$ cat src/rtl/pseq_regs.svh
`ifndef PSEQ_REGS_SVH
`define PSEQ_REGS_SVH

// ****************************************
// Clock and timing
// ****************************************
`define PSEQ_CLK_MHZ 250
`define PSEQ_STEP_TIME_MS 2
`define PSEQ_STEP_CYCLES (`PSEQ_STEP_TIME_MS * 1000 * `PSEQ_CLK_MHZ)
`define PSEQ_WD_TIME_MS 2000
`define PSEQ_WD_CYCLES (`PSEQ_WD_TIME_MS * 1000 * `PSEQ_CLK_MHZ)
`define PSEQ_DB_CYCLES 256

// ****************************************
// Sizes and reset values
// ****************************************
`define PSEQ_NSUP 6
`define PSEQ_RETRY_INIT 4'h3
`define PSEQ_CNT_W 32

`endif

$ cat src/rtl/pseq_pkg.sv
package pseq_pkg;

	// ****************************************
	// Sequencer states
	// ****************************************
	typedef enum logic [3:0] {
		PSEQ_ST_RESET,
		PSEQ_ST_LOWPWR,
		PSEQ_ST_CFG_READ,
		PSEQ_ST_PART1,
		PSEQ_ST_WAIT_CORE,
		PSEQ_ST_PART2,
		PSEQ_ST_WAIT_KICK,
		PSEQ_ST_ACTIVE,
		PSEQ_ST_PDOWN
	} pseq_state_e;

	typedef logic [3:0] pseq_retry_t;

	// ****************************************
	// Status bundle
	// ****************************************
	typedef struct packed {
		pseq_state_e state;
		logic run_bit;
		logic edge_mode;
		logic wd_running;
		logic wd_error;
		logic freeze;
		pseq_retry_t retry;
	} pseq_status_s;

endpackage : pseq_pkg

$ cat src/rtl/pseq_top.sv
// What this block does
// After supply good: RESET, then low-power
// Always-on regulator on in RESET, stays on
// Level mode: key starts power-up after debounce
// Key level echoed to host output
// Config read at power-up sets run bit
// First part releases host core reset
// Second part starts debounce after core request
// Supplies enabled in order, 2 ms steps
// Watchdog starts at power-up completion
// Software kick moves device to ACTIVE
// Host pulses keepalive every 2 s, or holds
// Host clears run bit after echo drops
// Power-down: assert reset, reverse order, 2 ms
// Host drops core request on reset
// Run-bit power-down ends in low-power
// Watchdog stopped in low-power state
// Edge mode: held key never wakes
// Edge mode: rising key edge starts power-up
// Config read restores level wake mode
// Only key line starts the system
// Host core reset driven only by sequencer
// Watchdog maximum: error, clear run, power-down
// Level mode: key still high at low-power: power-up again
// Watchdog error decrements retry; zero freezes
// Level mode: key de-assert resets retry, clears freeze
// Debounce length is a cycle count
`timescale 1ns/10ps
`include "pseq_regs.svh"
module pseq_top
	import pseq_pkg::*;
#(
	parameter int NSUP = `PSEQ_NSUP,
	parameter int STEP_CYCLES = `PSEQ_STEP_CYCLES,
	parameter int WD_CYCLES = `PSEQ_WD_CYCLES,
	parameter int DB_CYCLES = `PSEQ_DB_CYCLES,
	parameter pseq_retry_t RETRY_INIT = `PSEQ_RETRY_INIT
) (
	// Clock and reset
	input wire logic ref_clk_i,
	input wire logic resetn_i,
	// Supply monitor
	input wire logic supply_ok_i,
	// Pins from the host side
	input wire logic key_line_in_i,
	input wire logic core_supply_request_pin_i,
	input wire logic watchdog_keepalive_in_i,
	// Software controls, one-cycle pulses
	input wire logic sw_run_clear_i,
	input wire logic sw_watchdog_keepalive_in_i,
	input wire logic sw_edge_mode_set_i,
	input wire logic sw_wd_error_clear_i,
	// Pins toward the host and supplies
	output logic key_echo_out_o,
	output logic host_core_reset_n_o,
	output logic always_on_regulator_o,
	output logic [NSUP-1:0] supply_en_o,
	// Status
	output pseq_status_s status_o
);

	localparam int CW = `PSEQ_CNT_W;
	localparam int IW = (NSUP > 1) ? $clog2(NSUP) : 1;

	pseq_state_e state_q, state_d;
	logic [CW-1:0] step_cnt_q;
	logic [CW-1:0] wd_cnt_q;
	logic [IW-1:0] idx_q;
	logic [NSUP-1:0] sup_q;
	logic step_tick;
	logic last_idx;
	logic run_q, edge_mode_q, edge_seen_q;
	logic wd_run_q, wd_err_q, freeze_q;
	pseq_retry_t retry_q;
	logic aon_q, host_rst_n_q, echo_q;
	logic keep_prev_q;
	logic key_lvl, key_rise, core_rise;
	logic wake, wd_evt, kick, run_drop;

	// ****************************************
	// Input filters
	// ****************************************
	pseq_debounce #(.CNT_W(CW), .DB_CYCLES(DB_CYCLES)) u_key_db (
		.ref_clk_i(ref_clk_i),
		.resetn_i(resetn_i),
		.raw_i(key_line_in_i),
		.level_o(key_lvl),
		.rise_o(key_rise)
	);

	pseq_debounce #(.CNT_W(CW), .DB_CYCLES(DB_CYCLES)) u_core_db (
		.ref_clk_i(ref_clk_i),
		.resetn_i(resetn_i),
		.raw_i(core_supply_request_pin_i),
		.level_o(),
		.rise_o(core_rise)
	);

	// Echo follows the raw line; the host filters it itself
	always_ff @(posedge ref_clk_i or negedge resetn_i) begin
		if (!resetn_i) begin
			echo_q <= 1'b0;
		end else begin
			echo_q <= key_line_in_i;
		end
	end

	// ****************************************
	// Wake decision
	// ****************************************
	// Power button and external reset are not wired in: key only
	assign wake = !freeze_q && (edge_mode_q ? edge_seen_q : key_lvl);


	always_ff @(posedge ref_clk_i or negedge resetn_i) begin
		if (!resetn_i) begin
			edge_seen_q <= 1'b0;
		end else if (state_q == PSEQ_ST_LOWPWR && edge_mode_q && key_rise) begin
			edge_seen_q <= 1'b1;
		end else if (state_q != PSEQ_ST_LOWPWR) begin
			edge_seen_q <= 1'b0;
		end
	end

	always_ff @(posedge ref_clk_i or negedge resetn_i) begin
		if (!resetn_i) begin
			edge_mode_q <= 1'b0;
		end else if (state_q == PSEQ_ST_CFG_READ) begin
			edge_mode_q <= 1'b0;
		end else if (sw_edge_mode_set_i) begin
			edge_mode_q <= 1'b1;
		end
	end

	// ****************************************
	// Step timer
	// ****************************************
	assign step_tick = (step_cnt_q == CW'(STEP_CYCLES - 1));
	assign last_idx = (idx_q == IW'(NSUP - 1));

	// Restarts on every state change so each step is a full 2 ms
	always_ff @(posedge ref_clk_i or negedge resetn_i) begin
		if (!resetn_i) begin
			step_cnt_q <= '0;
		end else if (state_d != state_q || step_tick) begin
			step_cnt_q <= '0;
		end else begin
			step_cnt_q <= step_cnt_q + CW'(1);
		end
	end

	// ****************************************
	// Sequencer
	// ****************************************
	assign run_drop = !run_q || wd_evt;
	assign kick = sw_watchdog_keepalive_in_i;

	always_comb begin
		state_d = state_q;
		case (state_q)
			PSEQ_ST_RESET: begin
				state_d = PSEQ_ST_LOWPWR;
			end
			PSEQ_ST_LOWPWR: begin
				if (wake) begin
					state_d = PSEQ_ST_CFG_READ;
				end
			end
			PSEQ_ST_CFG_READ: begin
				state_d = PSEQ_ST_PART1;
			end
			PSEQ_ST_PART1: begin
				if (!run_q) begin
					state_d = PSEQ_ST_PDOWN;
				end else if (step_tick) begin
					state_d = PSEQ_ST_WAIT_CORE;
				end
			end
			PSEQ_ST_WAIT_CORE: begin
				if (!run_q) begin
					state_d = PSEQ_ST_PDOWN;
				end else if (core_rise) begin
					state_d = PSEQ_ST_PART2;
				end
			end
			PSEQ_ST_PART2: begin
				if (!run_q) begin
					state_d = PSEQ_ST_PDOWN;
				end else if (step_tick && last_idx) begin
					state_d = PSEQ_ST_WAIT_KICK;
				end
			end
			PSEQ_ST_WAIT_KICK: begin
				if (run_drop) begin
					state_d = PSEQ_ST_PDOWN;
				end else if (kick) begin
					state_d = PSEQ_ST_ACTIVE;
				end
			end
			PSEQ_ST_ACTIVE: begin
				if (run_drop) begin
					state_d = PSEQ_ST_PDOWN;
				end
			end
			PSEQ_ST_PDOWN: begin
				if (step_tick && idx_q == '0) begin
					state_d = PSEQ_ST_LOWPWR;
				end
			end
			default: begin
				state_d = PSEQ_ST_RESET;
			end
		endcase
		if (!supply_ok_i) begin
			state_d = PSEQ_ST_RESET;
		end
	end

	always_ff @(posedge ref_clk_i or negedge resetn_i) begin
		if (!resetn_i) begin
			state_q <= PSEQ_ST_RESET;
		end else begin
			state_q <= state_d;
		end
	end

	// ****************************************
	// Supply index and enables
	// ****************************************
	always_ff @(posedge ref_clk_i or negedge resetn_i) begin
		if (!resetn_i) begin
			idx_q <= '0;
		end else if (state_q == PSEQ_ST_CFG_READ || state_q == PSEQ_ST_RESET) begin
			idx_q <= '0;
		end else if (step_tick && state_q == PSEQ_ST_PART2 && !last_idx) begin
			idx_q <= idx_q + IW'(1);
		end else if (step_tick && state_q == PSEQ_ST_PDOWN && idx_q != '0) begin
			idx_q <= idx_q - IW'(1);
		end
	end

	// Enable order is the index order; power-down walks it back
	for (genvar i = 0; i < NSUP; i++) begin : g_sup
		always_ff @(posedge ref_clk_i or negedge resetn_i) begin
			if (!resetn_i) begin
				sup_q[i] <= 1'b0;
			end else if (state_q == PSEQ_ST_RESET) begin
				sup_q[i] <= 1'b0;
			end else if (step_tick && idx_q == IW'(i)) begin
				if (state_q == PSEQ_ST_PART2 && run_q) begin
					sup_q[i] <= 1'b1;
				end else if (state_q == PSEQ_ST_PDOWN) begin
					sup_q[i] <= 1'b0;
				end
			end
		end
	end

	// ****************************************
	// Always-on regulator and host reset
	// ****************************************
	always_ff @(posedge ref_clk_i or negedge resetn_i) begin
		if (!resetn_i) begin
			aon_q <= 1'b0;
		end else if (state_q == PSEQ_ST_RESET && supply_ok_i) begin
			aon_q <= 1'b1;
		end
	end

	// Only the sequencer touches this pin; host drops its request on it
	always_ff @(posedge ref_clk_i or negedge resetn_i) begin
		if (!resetn_i) begin
			host_rst_n_q <= 1'b0;
		end else if (state_d == PSEQ_ST_PDOWN || state_d == PSEQ_ST_RESET) begin
			host_rst_n_q <= 1'b0;
		end else if (state_q == PSEQ_ST_PART1 && step_tick) begin
			host_rst_n_q <= 1'b1;
		end
	end

	// ****************************************
	// Run bit
	// ****************************************
	always_ff @(posedge ref_clk_i or negedge resetn_i) begin
		if (!resetn_i) begin
			run_q <= 1'b0;
		end else if (state_q == PSEQ_ST_CFG_READ) begin
			run_q <= 1'b1;
		end else if (sw_run_clear_i || wd_evt) begin
			run_q <= 1'b0;
		end
	end

	// ****************************************
	// Watchdog
	// ****************************************
	// Error only counts while the host is meant to be running
	assign wd_evt = wd_run_q && (wd_cnt_q == CW'(WD_CYCLES - 1))
		&& (state_q == PSEQ_ST_WAIT_KICK || state_q == PSEQ_ST_ACTIVE);

	always_ff @(posedge ref_clk_i or negedge resetn_i) begin
		if (!resetn_i) begin
			wd_run_q <= 1'b0;
		end else if (state_q == PSEQ_ST_LOWPWR || state_q == PSEQ_ST_RESET) begin
			wd_run_q <= 1'b0;
		end else if (state_q == PSEQ_ST_PART2 && state_d == PSEQ_ST_WAIT_KICK) begin
			wd_run_q <= 1'b1;
		end
	end

	always_ff @(posedge ref_clk_i or negedge resetn_i) begin
		if (!resetn_i) begin
			keep_prev_q <= 1'b0;
		end else begin
			keep_prev_q <= watchdog_keepalive_in_i;
		end
	end

	// A keepalive held high keeps the count at zero, for debug
	always_ff @(posedge ref_clk_i or negedge resetn_i) begin
		if (!resetn_i) begin
			wd_cnt_q <= '0;
		end else if (!wd_run_q || kick || wd_evt) begin
			wd_cnt_q <= '0;
		end else if (watchdog_keepalive_in_i && keep_prev_q) begin
			wd_cnt_q <= '0;
		end else if (watchdog_keepalive_in_i) begin
			wd_cnt_q <= '0;
		end else begin
			wd_cnt_q <= wd_cnt_q + CW'(1);
		end
	end

	// Sticky error flag; a new error wins over a clear
	always_ff @(posedge ref_clk_i or negedge resetn_i) begin
		if (!resetn_i) begin
			wd_err_q <= 1'b0;
		end else if (wd_evt) begin
			wd_err_q <= 1'b1;
		end else if (sw_wd_error_clear_i) begin
			wd_err_q <= 1'b0;
		end
	end

	// ****************************************
	// Retry count and freeze
	// ****************************************
	always_ff @(posedge ref_clk_i or negedge resetn_i) begin
		if (!resetn_i) begin
			retry_q <= RETRY_INIT;
		end else if (wd_evt) begin
			if (retry_q != '0) begin
				retry_q <= retry_q - pseq_retry_t'(1);
			end
		end else if (!edge_mode_q && !key_lvl) begin
			retry_q <= RETRY_INIT;
		end
	end

	always_ff @(posedge ref_clk_i or negedge resetn_i) begin
		if (!resetn_i) begin
			freeze_q <= 1'b0;
		end else if (wd_evt && retry_q <= pseq_retry_t'(1)) begin
			freeze_q <= 1'b1;
		end else if (!edge_mode_q && !key_lvl) begin
			freeze_q <= 1'b0;
		end
	end

	// ****************************************
	// Outputs
	// ****************************************
	assign key_echo_out_o = echo_q;
	assign host_core_reset_n_o = host_rst_n_q;
	assign always_on_regulator_o = aon_q;
	assign supply_en_o = sup_q;

	always_comb begin
		status_o.state = state_q;
		status_o.run_bit = run_q;
		status_o.edge_mode = edge_mode_q;
		status_o.wd_running = wd_run_q;
		status_o.wd_error = wd_err_q;
		status_o.freeze = freeze_q;
		status_o.retry = retry_q;
	end

endmodule : pseq_top

$ cat src/rtl/pseq_debounce.sv
`timescale 1ns/10ps
module pseq_debounce #(
	parameter int CNT_W = 32,
	parameter int DB_CYCLES = 256
) (
	// Clock and reset
	input wire logic ref_clk_i,
	input wire logic resetn_i,
	// Raw level
	input wire logic raw_i,
	// Filtered level and its rising edge
	output logic level_o,
	output logic rise_o
);

	logic [CNT_W-1:0] cnt_q;
	logic level_q;
	logic done;

	// ****************************************
	// Stability counter
	// ****************************************
	assign done = (cnt_q == CNT_W'(DB_CYCLES - 1));

	always_ff @(posedge ref_clk_i or negedge resetn_i) begin
		if (!resetn_i) begin
			cnt_q <= '0;
		end else if (raw_i == level_q || done) begin
			cnt_q <= '0;
		end else begin
			cnt_q <= cnt_q + CNT_W'(1);
		end
	end

	// Any glitch restarts the count, so only a steady level passes
	always_ff @(posedge ref_clk_i or negedge resetn_i) begin
		if (!resetn_i) begin
			level_q <= 1'b0;
		end else if (raw_i != level_q && done) begin
			level_q <= raw_i;
		end
	end

	assign level_o = level_q;
	assign rise_o = (raw_i != level_q) && done && raw_i;

endmodule : pseq_debounce

$ cat config.mk
export PLATFORM = sky130hd
export DESIGN_NAME = pseq_top
export DESIGN_NICKNAME = d
export VERILOG_FILES = /design/src/rtl/pseq_pkg.sv /design/src/rtl/pseq_top.sv /design/src/rtl/pseq_debounce.sv
export VERILOG_INCLUDE_DIRS = /design/src /design/src/rtl
export SDC_FILE = /design/constraint.sdc
export NUM_CORES = 1
export LEC_CHECK = 0
export BUFFER_PORTS_ARGS = -buffer_cell sky130_fd_sc_hd__buf_2
export CAP_MARGIN = 20
export CELL_PAD_IN_SITES_DETAIL_PLACEMENT = 1
export CELL_PAD_IN_SITES_GLOBAL_PLACEMENT = 2
export CORE_ASPECT_RATIO = 0.7
export CORE_MARGIN = 4
export CORE_UTILIZATION = 44
export CTS_CLUSTER_SIZE = 8
export DETAILED_ROUTE_END_ITERATION = 10
export GPL_TIMING_DRIVEN = 0
export PLACE_DENSITY = 0.95
export SYNTH_ARGS = -nofsm -noshare
export SYNTH_HDL_FRONTEND = slang
export SYNTH_HIERARCHICAL = 1
export SYNTH_SLANG_ARGS = --single-unit
$ cat constraint.sdc
create_clock -name ref_clk_i -period 4.9 [get_ports ref_clk_i]
set_clock_uncertainty 0.05 [all_clocks]
set_input_delay 0.245 -clock ref_clk_i [delete_from_list [all_inputs] [get_ports ref_clk_i]]
set_output_delay 0.245 -clock ref_clk_i [all_outputs]
set_load 0.02 [all_outputs]
==> results.json, run 1 <==
{
  "status": "finished, final reports clean",
  "syn_to_final_growth_pct": 12.9,
  "gp_routability_congestion": 0.830,
  "critPathCaptureType": "flip-flop",
  "period_share_pct": 69.5,
  "count_of_clock_tree_sinks": 156,
  "h_tree_levels": 4,
  "synth-main-ff-cell": "sky130_fd_sc_hd__dfrtp_1",
  "synthesized_area_fraction_occupied_by_ao_oa_aoi_and_oai_cells_pct": 11.3,
  "rsz0062_at_grt": "no",
  "worstHoldPathType": "input port to flip-flop",
  "drt_pass1_iterations": 5,
  "synthesis.area_per_instance_um2": 9.69,
  "cp_slowest_cell": "sky130_fd_sc_hd__a211oi_2",
  "insertedDiodeCount": 0,
  "num_vias": 7226,
  "power-per-cell-area_mw_per_mm2": 283,
  "clk_pin_slew_worst_paths_ps": 70,
  "initial_core_util_pct": 45.6,
  "post-route-min-period_ps": 3400,
  "global_route.overflow_total": 0,
  "ioPinCount": 32,
  "synthAdderAreaFrac_pct": 1.85,
  "remaining_antenna_violation_count_after_routing": 0,
  "cp_data_arrival_time_ps": 3660,
  "synth_async_sr_flop_share_pct": 100,
  "synth_enable_flop_cells": 0,
  "placeableCoreArea_mm2": 0.0192,
  "synth.net_count": 928,
  "post-layout-total-power_mw": 2.80,
  "max_slew_margin_pct": 49.0,
  "placed_wire_length_estimate_mm": 16.2,
  "clock_tree.root_cell": "sky130_fd_sc_hd__clkbuf_16",
  "slew_viol_final": 0,
  "grt_first_pass_wirelength_mm": 40.3,
  "postCtsHoldBufs": 3,
  "cts_made_buffers": 17,
  "drv_cap": 0,
  "die_height_um": 126,
  "placed_area_mm2": 0.00929,
  "nNetsFinal": 982,
  "ctsResizeCount": 0,
  "synth.distinct_cells": 66,
  "io_buffers": 31,
  "setup-violations-final": 0,
  "seq_area_frac_synth_pct": 44.5,
  "drtIter0Drc": 566,
  "numPlacedInstances": 1201,
  "delay_of_the_slowest_cell_on_the_worst_path_ps": 520,
  "timing_hold_violations_final": 0,
  "worst_ir_drop_vdd_uv": 223,
  "mapped_cells": 905,
  "synth.mux.area_fraction_pct": 0.613,
  "tightestPinTransition_ps": 760,
  "gr-usage-all-layers_pct": 22.1,
  "path_cells": "nor4_1 -> nand4_1 -> or3_1 -> nor3b_1 -> nand4b_1 -> a211oi_2 -> buf_2 -> nor3_1",
  "rows": 42,
  "synthXorXnorAreaFrac_pct": 7.79,
  "grt_max_degree": 120,
  "highest_clock_rate_ghz": 0.294,
  "fp.dieArea_mm2": 0.0223,
  "post_synth_and_or_nand_nor_area_fraction_pct": 29.2,
  "synth-seq-cells": 156,
  "drt-wirelength-per-cell_um": 18.9,
  "finalNonFillerCells": 1236,
  "first_global_vias": 7615,
  "cellLeakagePower_nw": 4.07,
  "final_util_pct": 51.5,
  "setup_total_negative_slack_ps": 0,
  "critical_path.max_fanout": 10,
  "final_layout_size_suffix_gt1_share_pct": 16.9,
  "skew_pair_late_insertion_delay_ps": 440,
  "fp.dieW_um": 177,
  "netlist_area_mm2": 0.00877,
  "design_area_mm2": 0.00990,
  "routed_wirelength_mm": 23.4,
  "ys.warnings.count": 6,
  "routed_via_density": 5.85,
  "cts.path.max_buffers": 2,
  "critical_path_required_ps": 5160,
  "startpoint_type": "flip-flop",
  "drc": 0,
  "main_combinational_cell_family_by_area_after_synthesis": "simple AND/OR/NAND/NOR gates",
  "timing_worst_setup_path_type": "flip-flop to flip-flop",
  "antenna_found_initial": 0,
  "postCtsSetupBuffers": 0,
  "cts_tree": "yes"
}
-- sequential cells by signal (all words and copies together) (netlist names), 3 cells and up --
signal,flops
step_cnt_q,32
u_core_db/cnt_q,32
u_key_db/cnt_q,32
wd_cnt_q,32
supply_en_o,6
retry_q,4
state_q,4
idx_q,3
-- final cells by class --
type,instances,area [um2]
flip-flops and latches,156,3910
plain buffers,48,332
clock inverters,15,153
well taps,264,330
multi-input cells,680,4450
clock buffers,17,425
repair buffers,35,223
fillers,2235,9330
inverters,21,78.8
-- per-layer routing --
metal,up-vias,track usage [%],share of wire (%)
met5,-,0,0
met4,0,4.41,0.68
met3,13,4.28,3.0
met2,94,33.9,46
met1,3692,32.7,50
li1,3427,-,-
-- where the power goes --
| group | leakage, nW | switching [mW] | internal (mW) |
|---|---|---|---|
| clock | 0.284 | 0.610 | 0.719 |
| sequential | 2.15 | 0.0208 | 1.31 |
| combinational | 1.64 | 0.0989 | 0.0443 |
| total | 4.07 | 0.730 | 2.07 |
-- cells by family after synthesis --
kind of cell / after synthesis
DFF: 156
and+or+nand+nor: 432
muxes: 5
AOI/OAI and AO/OA: 152
adders and majority gates: 13
buffers and inverters: 69
xor gates and xnor gates: 78
-- worst paths after layout --
path | from | endpoint | slack, ps | cells after the start
worst max-delay path | u_core_db/cnt_q[14] | step_cnt_q[2] | 1500 | 8
worst min-delay path | sw_edge_mode_set_i | edge_mode_q | 40 | 3
worst max register to register | u_core_db/cnt_q[14] | step_cnt_q[2] | 1500 | 8
worst min register to register | wd_cnt_q[0] | wd_cnt_q[0] | 450 | 1
max in group asynchronous | resetn_i | wd_cnt_q[14] | 3680 | 3
min in group asynchronous | resetn_i | u_core_db/cnt_q[21] | 230 | 2
-- cells in the mapped netlist, drive strengths merged (3+ instances only) --
cell    instances  area (um2)
and4           16         145
buf            33         275
inv            21        78.8
nor4           19         119
a31oi           3        18.8
nand4          44         318
nor3           45         375
o31a            3        26.3
or3            20         125
nor3b           6        50.1
nand2b          3        18.8
nor2           76         285
ha             13         163
nor4b           4        35.0
and2            7        46.3
or4            31         251
nand3          45         240
xnor2          21         184
o21ai          39         199
or2             3        18.8
clkbuf         15        56.3
dfrtp         154        3850
nand2          82         313
o31ai          34         283
and3           21         134
mux2            3        33.8
o211ai          6        45.0
xor2           57         499
a21oi          53         280
-- worst max-delay path, delay by kind of cell (launching register included) --
family	cells	cell delay, ps
flops	1	490
simple gates	6	1810
compound gates	1	520
buf+inv	1	400
-- metrics by stage --
step / hold slack [ps] / worst slack [ps]
after floorplan: -101 / 2100
after global placement: 373 / 1020
after detailed placement: 94.6 / 1630
after CTS: 32.9 / 1520
after global routing: 28.3 / 1280
final: 41.2 / 1500
-- layout by cell type, fill, tap and decap left out, types with 4 or more instances in the layout --
cell and instances:
sky130_fd_sc_hd__clkbuf_16 17, sky130_fd_sc_hd__nor4b_1 4, sky130_fd_sc_hd__and2_1 5, sky130_fd_sc_hd__nand4_1 40, sky130_fd_sc_hd__nor3b_1 5, sky130_fd_sc_hd__inv_1 21, sky130_fd_sc_hd__or4_1 26, sky130_fd_sc_hd__clkbuf_1 15
sky130_fd_sc_hd__nor3_2 30, sky130_fd_sc_hd__nor3_1 15, sky130_fd_sc_hd__nand3_1 42, sky130_fd_sc_hd__o211ai_1 6, sky130_fd_sc_hd__and3_1 19, sky130_fd_sc_hd__inv_6 7, sky130_fd_sc_hd__xor2_1 57, sky130_fd_sc_hd__nor2_1 76
sky130_fd_sc_hd__nor4_1 19, sky130_fd_sc_hd__o21ai_0 38, sky130_fd_sc_hd__or4_4 5, sky130_fd_sc_hd__buf_2 40, sky130_fd_sc_hd__or3_1 20, sky130_fd_sc_hd__and4_1 14, sky130_fd_sc_hd__a21oi_2 4, sky130_fd_sc_hd__o31ai_1 32
sky130_fd_sc_hd__a21oi_1 49, sky130_fd_sc_hd__ha_1 13, sky130_fd_sc_hd__nand2_1 80, sky130_fd_sc_hd__dfrtp_1 154, sky130_fd_sc_hd__buf_6 14, sky130_fd_sc_hd__xnor2_1 21, sky130_fd_sc_hd__buf_4 9
Note: power is estimated with default switching activity, not from simulation.
==> run 2: changes to the inputs <==
--- a/config.mk
+++ b/config.mk
@@ -12,11 +12,11 @@
 export CELL_PAD_IN_SITES_GLOBAL_PLACEMENT = 2
 export CORE_ASPECT_RATIO = 0.7
 export CORE_MARGIN = 4
-export CORE_UTILIZATION = 44
+export CORE_UTILIZATION = 37
 export CTS_CLUSTER_SIZE = 8
 export DETAILED_ROUTE_END_ITERATION = 10
 export GPL_TIMING_DRIVEN = 0
-export PLACE_DENSITY = 0.95
+export PLACE_DENSITY = 0.86
 export SYNTH_ARGS = -nofsm -noshare
 export SYNTH_HDL_FRONTEND = slang
 export SYNTH_HIERARCHICAL = 1
==> constraint.sdc (replaced) <==
create_clock -name ref_clk_i -period 3.1 [get_ports ref_clk_i]
set_clock_uncertainty 0.05 [all_clocks]
set_input_delay 0.155 -clock ref_clk_i [delete_from_list [all_inputs] [get_ports ref_clk_i]]
set_output_delay 0.155 -clock ref_clk_i [all_outputs]
set_load 0.02 [all_outputs]
==> results.json, run 2 (synthesis results as in run 1) <==
{
  "status": "finished, final reports clean",
  "drv_cap": 0,
  "cts_tree": "yes",
  "pwr-share-clk_pct": 49.4,
  "grt_max_degree": 104,
  "drt_pass1_iterations": 4,
  "period_share_pct": 96.9,
  "layout_common_cells": "153 x sky130_fd_sc_hd__dfrtp_1, 80 x sky130_fd_sc_hd__nand2_1, 76 x sky130_fd_sc_hd__nor2_1",
  "path_buf_inv": 2,
  "remaining_antenna_violation_count_after_routing": 0,
  "final_layout_size_suffix_gt1_share_pct": 19.1,
  "startpoint_type": "flip-flop",
  "nNetsFinal": 996,
  "critical_path.max_fanout": 8,
  "h_tree_levels": 4,
  "timing_worst_setup_path_type": "flip-flop to flip-flop",
  "ioPinCount": 32,
  "cellLeakagePower_nw": 4.21,
  "gr-usage-all-layers_pct": 18.8,
  "cp_data_arrival_time_ps": 3310,
  "slew_viol_final": 0,
  "count_of_clock_tree_sinks": 156,
  "initial_core_util_pct": 38.2,
  "first_global_vias": 7422,
  "worst_ir_drop_vdd_uv": 370,
  "post-place-ws_ps": -240,
  "syn_to_final_growth_pct": 17.7,
  "highest_clock_rate_ghz": 0.333,
  "setup_total_negative_slack_ps": 0,
  "total_area_of_sequential_cells_mm2": 0.00391,
  "num_vias": 7245,
  "path_cells": "ha_4 -> nand3_4 -> or2_4 -> or4_4 -> buf_8 -> a211o_1 -> a2111oi_4 -> o21ai_4 -> clkbuf_16 -> nor3_2",
  "gp_routability_congestion": 0.803,
  "layout.cells.most_common": "sky130_fd_sc_hd__dfrtp_1",
  "critPathCaptureType": "flip-flop",
  "worstHoldPathType": "input port to flip-flop",
  "cts.path.max_buffers": 2,
  "timing_hold_violations_final": 0,
  "skew_pair_late_insertion_delay_ps": 440,
  "power-per-cell-area_mw_per_mm2": 450,
  "die_height_um": 137,
  "drc": 0,
  "placeableCoreArea_mm2": 0.0230,
  "rows": 46,
  "pwr-share-comb_pct": 5.4,
  "fp.dieW_um": 192,
  "placed_wire_length_estimate_mm": 16.3,
  "clk_pin_slew_worst_paths_ps": 70,
  "tightestPinTransition_ps": 721,
  "io_buffers": 31,
  "netSwitchingFraction_pct": 24.1,
  "timing.critical_path.max_delay_family": "simple AND/OR/NAND/NOR gates",
  "final.setup.worst_slack_ps": 96.6,
  "critical_path_required_ps": 3400,
  "power_switching_mw": 1.12,
  "global_route.overflow_total": 0,
  "post-route-min-period_ps": 3000,
  "max_slew_margin_pct": 51.5,
  "fp.dieArea_mm2": 0.0263,
  "antenna_found_initial": 0,
  "final_util_pct": 44.9,
  "share_seq_of_total_power_pct": 45.1,
  "cp_slowest_cell": "sky130_fd_sc_hd__or4_4",
  "drtIter0Drc": 313,
  "setup-violations-final": 0,
  "footprint_of_the_multi_input_gates_mm2": 0.00455,
  "final.hold.worst_slack_ps": 46.5,
  "grt_first_pass_wirelength_mm": 39.8,
  "filler_cell_count": 2571,
  "clock_tree.root_cell": "sky130_fd_sc_hd__clkbuf_16",
  "insertedDiodeCount": 0,
  "drt-wirelength-per-cell_um": 18.5,
  "post-layout-total-power_mw": 4.65,
  "power.internal_mw": 3.52,
  "routed_wirelength_mm": 24.0,
  "routed_via_density": 5.58,
  "delay_of_the_slowest_cell_on_the_worst_path_ps": 500,
  "cts_made_buffers": 17
}
[run 2: changes by cell type in the layout (fill, tap and decap cells not counted), sizes merged]
cell,change
buf,+10
bufinv,+3
clkbuf,+2
clkinv,-2
clkinvlp,+5
dlygate4sd3,+3
inv,-7
[run 2: power groups by stage]
stage               combinational, mW  sequential (mW)  clock [mW]
finish                          0.252             2.10        2.30
global route                    0.284             2.10        2.44
CTS                             0.241             2.10        2.34
detailed placement              0.229             2.13           0
global placement                0.223             2.13           0
floorplan                       0.120             2.13           0
[run 2: final timing paths]
kind | start | slack [ps] | endpoint | cells past startpoint
hold / removal | supply_ok_i | 50 | state_q[2] | 3
setup reg to reg | wd_cnt_q[1] | 100 | step_cnt_q[8] | 10
max in group asynchronous | resetn_i | 1930 | u_core_db/cnt_q[14] | 3
setup / recovery | wd_cnt_q[1] | 100 | step_cnt_q[8] | 10
hold reg to reg | u_key_db/cnt_q[0] | 440 | u_key_db/cnt_q[0] | 1
min in group asynchronous | resetn_i | 180 | step_cnt_q[17] | 2
[run 2: through the flow]
step | cell area, um2 | instances
6_report | 10300 | 1298
3_5_place_dp | 9350 | 1249
3_3_place_gp | 9320 | 1248
5_1_grt | 10300 | 1298
2_1_floorplan | 8770 | 905
4_1_cts | 10100 | 1289
[run 2: layout make-up]
cell class,count,area share [%]
sequential,156,37.9
tap,312,3.78
multi-input combinational,680,44.1
clock buffer,18,4.26
buffer,46,3.47
inverter,21,0.764
timing repair buffer,51,3.90
clock inverter,14,1.87
[run 2: per-layer routing]
metal	routed length, um	share of wire [%]	GRT usage, %	up-vias
li1	-	-	-	3442
met1	12400	52	28.7	3688
met2	10600	44	28.0	98
met3	731	3.0	2.68	17
met4	216	0.90	4.67	0
met5	0	0	0	-
[run 2: what timing repair did]
action                     4_1_cts  5_1_grt
hold buffers                     6        0
setup endpoints to repair       31       34
pin swaps                        1        8
gates cloned                     0        3
gates resized for setup          7       22
hold endpoints to repair        59        0
buffers inserted                 2        8
[run 2: worst register-to-register path, cell delays in order (launching register included)]
cell,delay [ps]
sky130_fd_sc_hd__dfrtp_1,410
sky130_fd_sc_hd__ha_4,180
sky130_fd_sc_hd__nand3_4,90
sky130_fd_sc_hd__or2_4,270
sky130_fd_sc_hd__or4_4,500
sky130_fd_sc_hd__buf_8,150
sky130_fd_sc_hd__a211o_1,320
sky130_fd_sc_hd__a2111oi_4,340
sky130_fd_sc_hd__o21ai_4,220
sky130_fd_sc_hd__clkbuf_16,220
sky130_fd_sc_hd__nor3_2,170
==> run 3: changes to the inputs <==
--- a/config.mk
+++ b/config.mk
@@ -15,9 +15,7 @@
 export CORE_UTILIZATION = 37
 export CTS_CLUSTER_SIZE = 8
 export DETAILED_ROUTE_END_ITERATION = 10
-export GPL_TIMING_DRIVEN = 0
 export PLACE_DENSITY = 0.86
 export SYNTH_ARGS = -nofsm -noshare
 export SYNTH_HDL_FRONTEND = slang
-export SYNTH_HIERARCHICAL = 1
 export SYNTH_SLANG_ARGS = --single-unit
==> results.json, run 3 <==
{
  "status": "finished, final reports clean",
  "drv_cap": 0,
  "drtIter0Drc": 472,
  "placeableCoreArea_mm2": 0.0219,
  "max_slew_margin_pct": 49.2,
  "worst_ir_drop_vdd_uv": 357,
  "initial_core_util_pct": 37.9,
  "drt_pass1_iterations": 5,
  "synth.distinct_cells": 61,
  "postCtsHoldBufs": 6,
  "timing_worst_setup_path_type": "flip-flop to flip-flop",
  "yosys.cell_count.top_type": "sky130_fd_sc_hd__dfrtp_1",
  "count_of_clock_tree_sinks": 156,
  "filler_cell_count": 2435,
  "worst_r2r_endpoint": "step_cnt_q[1]",
  "cts.path.max_buffers": 2,
  "postCtsSetupBuffers": 0,
  "synth_enable_flop_cells": 0,
  "grt_max_degree": 74,
  "worstHoldPathType": "input port to flip-flop",
  "clk_pin_slew_worst_paths_ps": 70,
  "placed_wire_length_estimate_mm": 14.1,
  "layout_common_cells": "154 x sky130_fd_sc_hd__dfrtp_1, 121 x sky130_fd_sc_hd__nor2_1, 68 x sky130_fd_sc_hd__xor2_1, 68 x sky130_fd_sc_hd__nand3_1",
  "highest_clock_rate_ghz": 0.363,
  "critical_path_required_ps": 3370,
  "drt-wirelength-per-cell_um": 17.3,
  "numPlacedInstances": 1144,
  "ctsResizeCount": 0,
  "syn_to_final_growth_pct": 14.8,
  "gp_routability_congestion": 0.812,
  "startpoint_type": "flip-flop",
  "synth.net_count": 863,
  "rows": 45,
  "cellLeakagePower_nw": 3.91,
  "clock_tree.root_cell": "sky130_fd_sc_hd__clkbuf_16",
  "min_to": "run_q",
  "critical_path.max_fanout": 32,
  "global_route.overflow_total": 0,
  "power-per-cell-area_mw_per_mm2": 465,
  "timing.hold.worst.start": "sw_run_clear_i",
  "ioPinCount": 32,
  "synth_async_sr_flop_share_pct": 100,
  "nNetsFinal": 910,
  "layout.cells.most_common": "sky130_fd_sc_hd__dfrtp_1",
  "design_area_mm2": 0.00954,
  "tightestPinTransition_ps": 756,
  "yosys-top-cells-area": "sky130_fd_sc_hd__dfrtp_1 46%, sky130_fd_sc_hd__xor2_1 7.2%, sky130_fd_sc_hd__nor2_1 5.5%",
  "finalNonFillerCells": 1182,
  "synth-main-ff-cell": "sky130_fd_sc_hd__dfrtp_1",
  "first_global_vias": 6631,
  "final_layout_size_suffix_gt1_share_pct": 15.1,
  "synthDominantCellAreaShare_pct": 46.4,
  "cts_made_buffers": 17,
  "setup_total_negative_slack_ps": 0,
  "antenna_found_initial": 0,
  "num_vias": 6301,
  "worst_reg2reg_setup_slack_ps": 350,
  "io_buffers": 31,
  "ys_top_cells_by_count": "154 x sky130_fd_sc_hd__dfrtp_1, 121 x sky130_fd_sc_hd__nor2_1, 68 x sky130_fd_sc_hd__nand3_1, 68 x sky130_fd_sc_hd__xor2_1",
  "worst_r2r_path_depth": 7,
  "remaining_antenna_violation_count_after_routing": 0,
  "seq_area_frac_synth_pct": 47.0,
  "synthesis.area_per_instance_um2": 9.89,
  "die_height_um": 133,
  "routed_via_density": 5.33,
  "setup-violations-final": 0,
  "insertedDiodeCount": 0,
  "rsz0062_at_grt": "no",
  "netlist_area_mm2": 0.00831,
  "synth-seq-cells": 156,
  "final_util_pct": 43.5,
  "ys.warnings.count": 0,
  "fp.dieW_um": 187,
  "gr-usage-all-layers_pct": 17.1,
  "routed_wirelength_mm": 20.5,
  "drc": 0,
  "timing_hold_violations_final": 0,
  "min_path_cells": 3,
  "critPathCaptureType": "flip-flop",
  "skew_pair_late_insertion_delay_ps": 430,
  "cp_data_arrival_time_ps": 3030,
  "placed_area_mm2": 0.00887,
  "post-layout-total-power_mw": 4.44,
  "synth_largest_area_cell": "sky130_fd_sc_hd__dfrtp_1",
  "slew_viol_final": 0,
  "worst_r2r_startpoint": "step_cnt_q[10]",
  "grt_first_pass_wirelength_mm": 35.1,
  "cts_tree": "yes",
  "period_share_pct": 88.8,
  "post-route-min-period_ps": 2750,
  "mapped_cells": 840,
  "fp.dieArea_mm2": 0.0250,
  "h_tree_levels": 4
}
==> run 3: metal layers <==
metal / track usage (%) / vias up / share of wire, %
li1: - / 3041 / -
met1: 25.4 / 3170 / 53
met2: 25.3 / 72 / 42
met3: 3.90 / 18 / 2.8
met4: 4.68 / 0 / 1.7
met5: 0 / - / 0
==> run 3: how the worst max path moves through the flow <==
stage | startpoint | endpoint | slack, ps | depth (start not counted)
after floorplan | state_q[3] | step_cnt_q[10] | 610 | 7
after global placement | step_cnt_q[10] | step_cnt_q[1] | 440 | 7
after detailed placement | step_cnt_q[5] | step_cnt_q[31] | 350 | 7
after CTS | step_cnt_q[10] | step_cnt_q[31] | 340 | 7
after global routing | step_cnt_q[5] | step_cnt_q[31] | 170 | 7
final | step_cnt_q[10] | step_cnt_q[1] | 350 | 7
==> run 3: metrics by stage <==
stage	hold slack [ps]	worst slack, ps
2_1_floorplan	-191	613
3_3_place_gp	114	435
3_5_place_dp	118	348
4_1_cts	0.827	338
5_1_grt	18.2	170
6_report	17.7	349
==> run 3: cell families (layout without fill, tap and decap cells) <==
group | after synthesis | after routing | share of synthesized area (%)
AO/OA/AOI/OAI | 57 | 57 | 4.68
buffers and inverters | 60 | 120 | 3.34
XOR/XNOR | 119 | 119 | 12.5
flip-flops | 156 | 156 | 47.0
multiplexers | 5 | 5 | 0.632
adder cells (fa/ha/maj) | 14 | 14 | 2.08
AND/OR/NAND/NOR | 429 | 429 | 29.7
==> run 3: critical path, stage by stage (launching register included) <==
cell and delay, ps:
sky130_fd_sc_hd__dfrtp_1 430, sky130_fd_sc_hd__nor4b_2 350, sky130_fd_sc_hd__nand4_2 200, sky130_fd_sc_hd__or4_1 720, sky130_fd_sc_hd__o21ai_4 240, sky130_fd_sc_hd__a311oi_4 130, sky130_fd_sc_hd__buf_12 210, sky130_fd_sc_hd__nor4b_1 300
==> run 3: power breakdown <==
part	internal, mW	switching [mW]	total, mW	leakage (nW)
Combinational	0.0541	0.120	0.174	1.48
Clock	1.30	0.889	2.19	0.283
Sequential	2.06	0.0224	2.08	2.14
==> run 3: area by class of cell <==
type | count | area [um2] | area share [%]
Clock buffer | 20 | 447 | 4.68
Clock inverter | 12 | 164 | 1.72
Inverter | 27 | 101 | 1.06
Multi-Input combinational cell | 624 | 4130 | 43.3
Sequential cell | 156 | 3910 | 41.0
Tap cell | 282 | 353 | 3.70
Timing Repair Buffer | 61 | 439 | 4.60
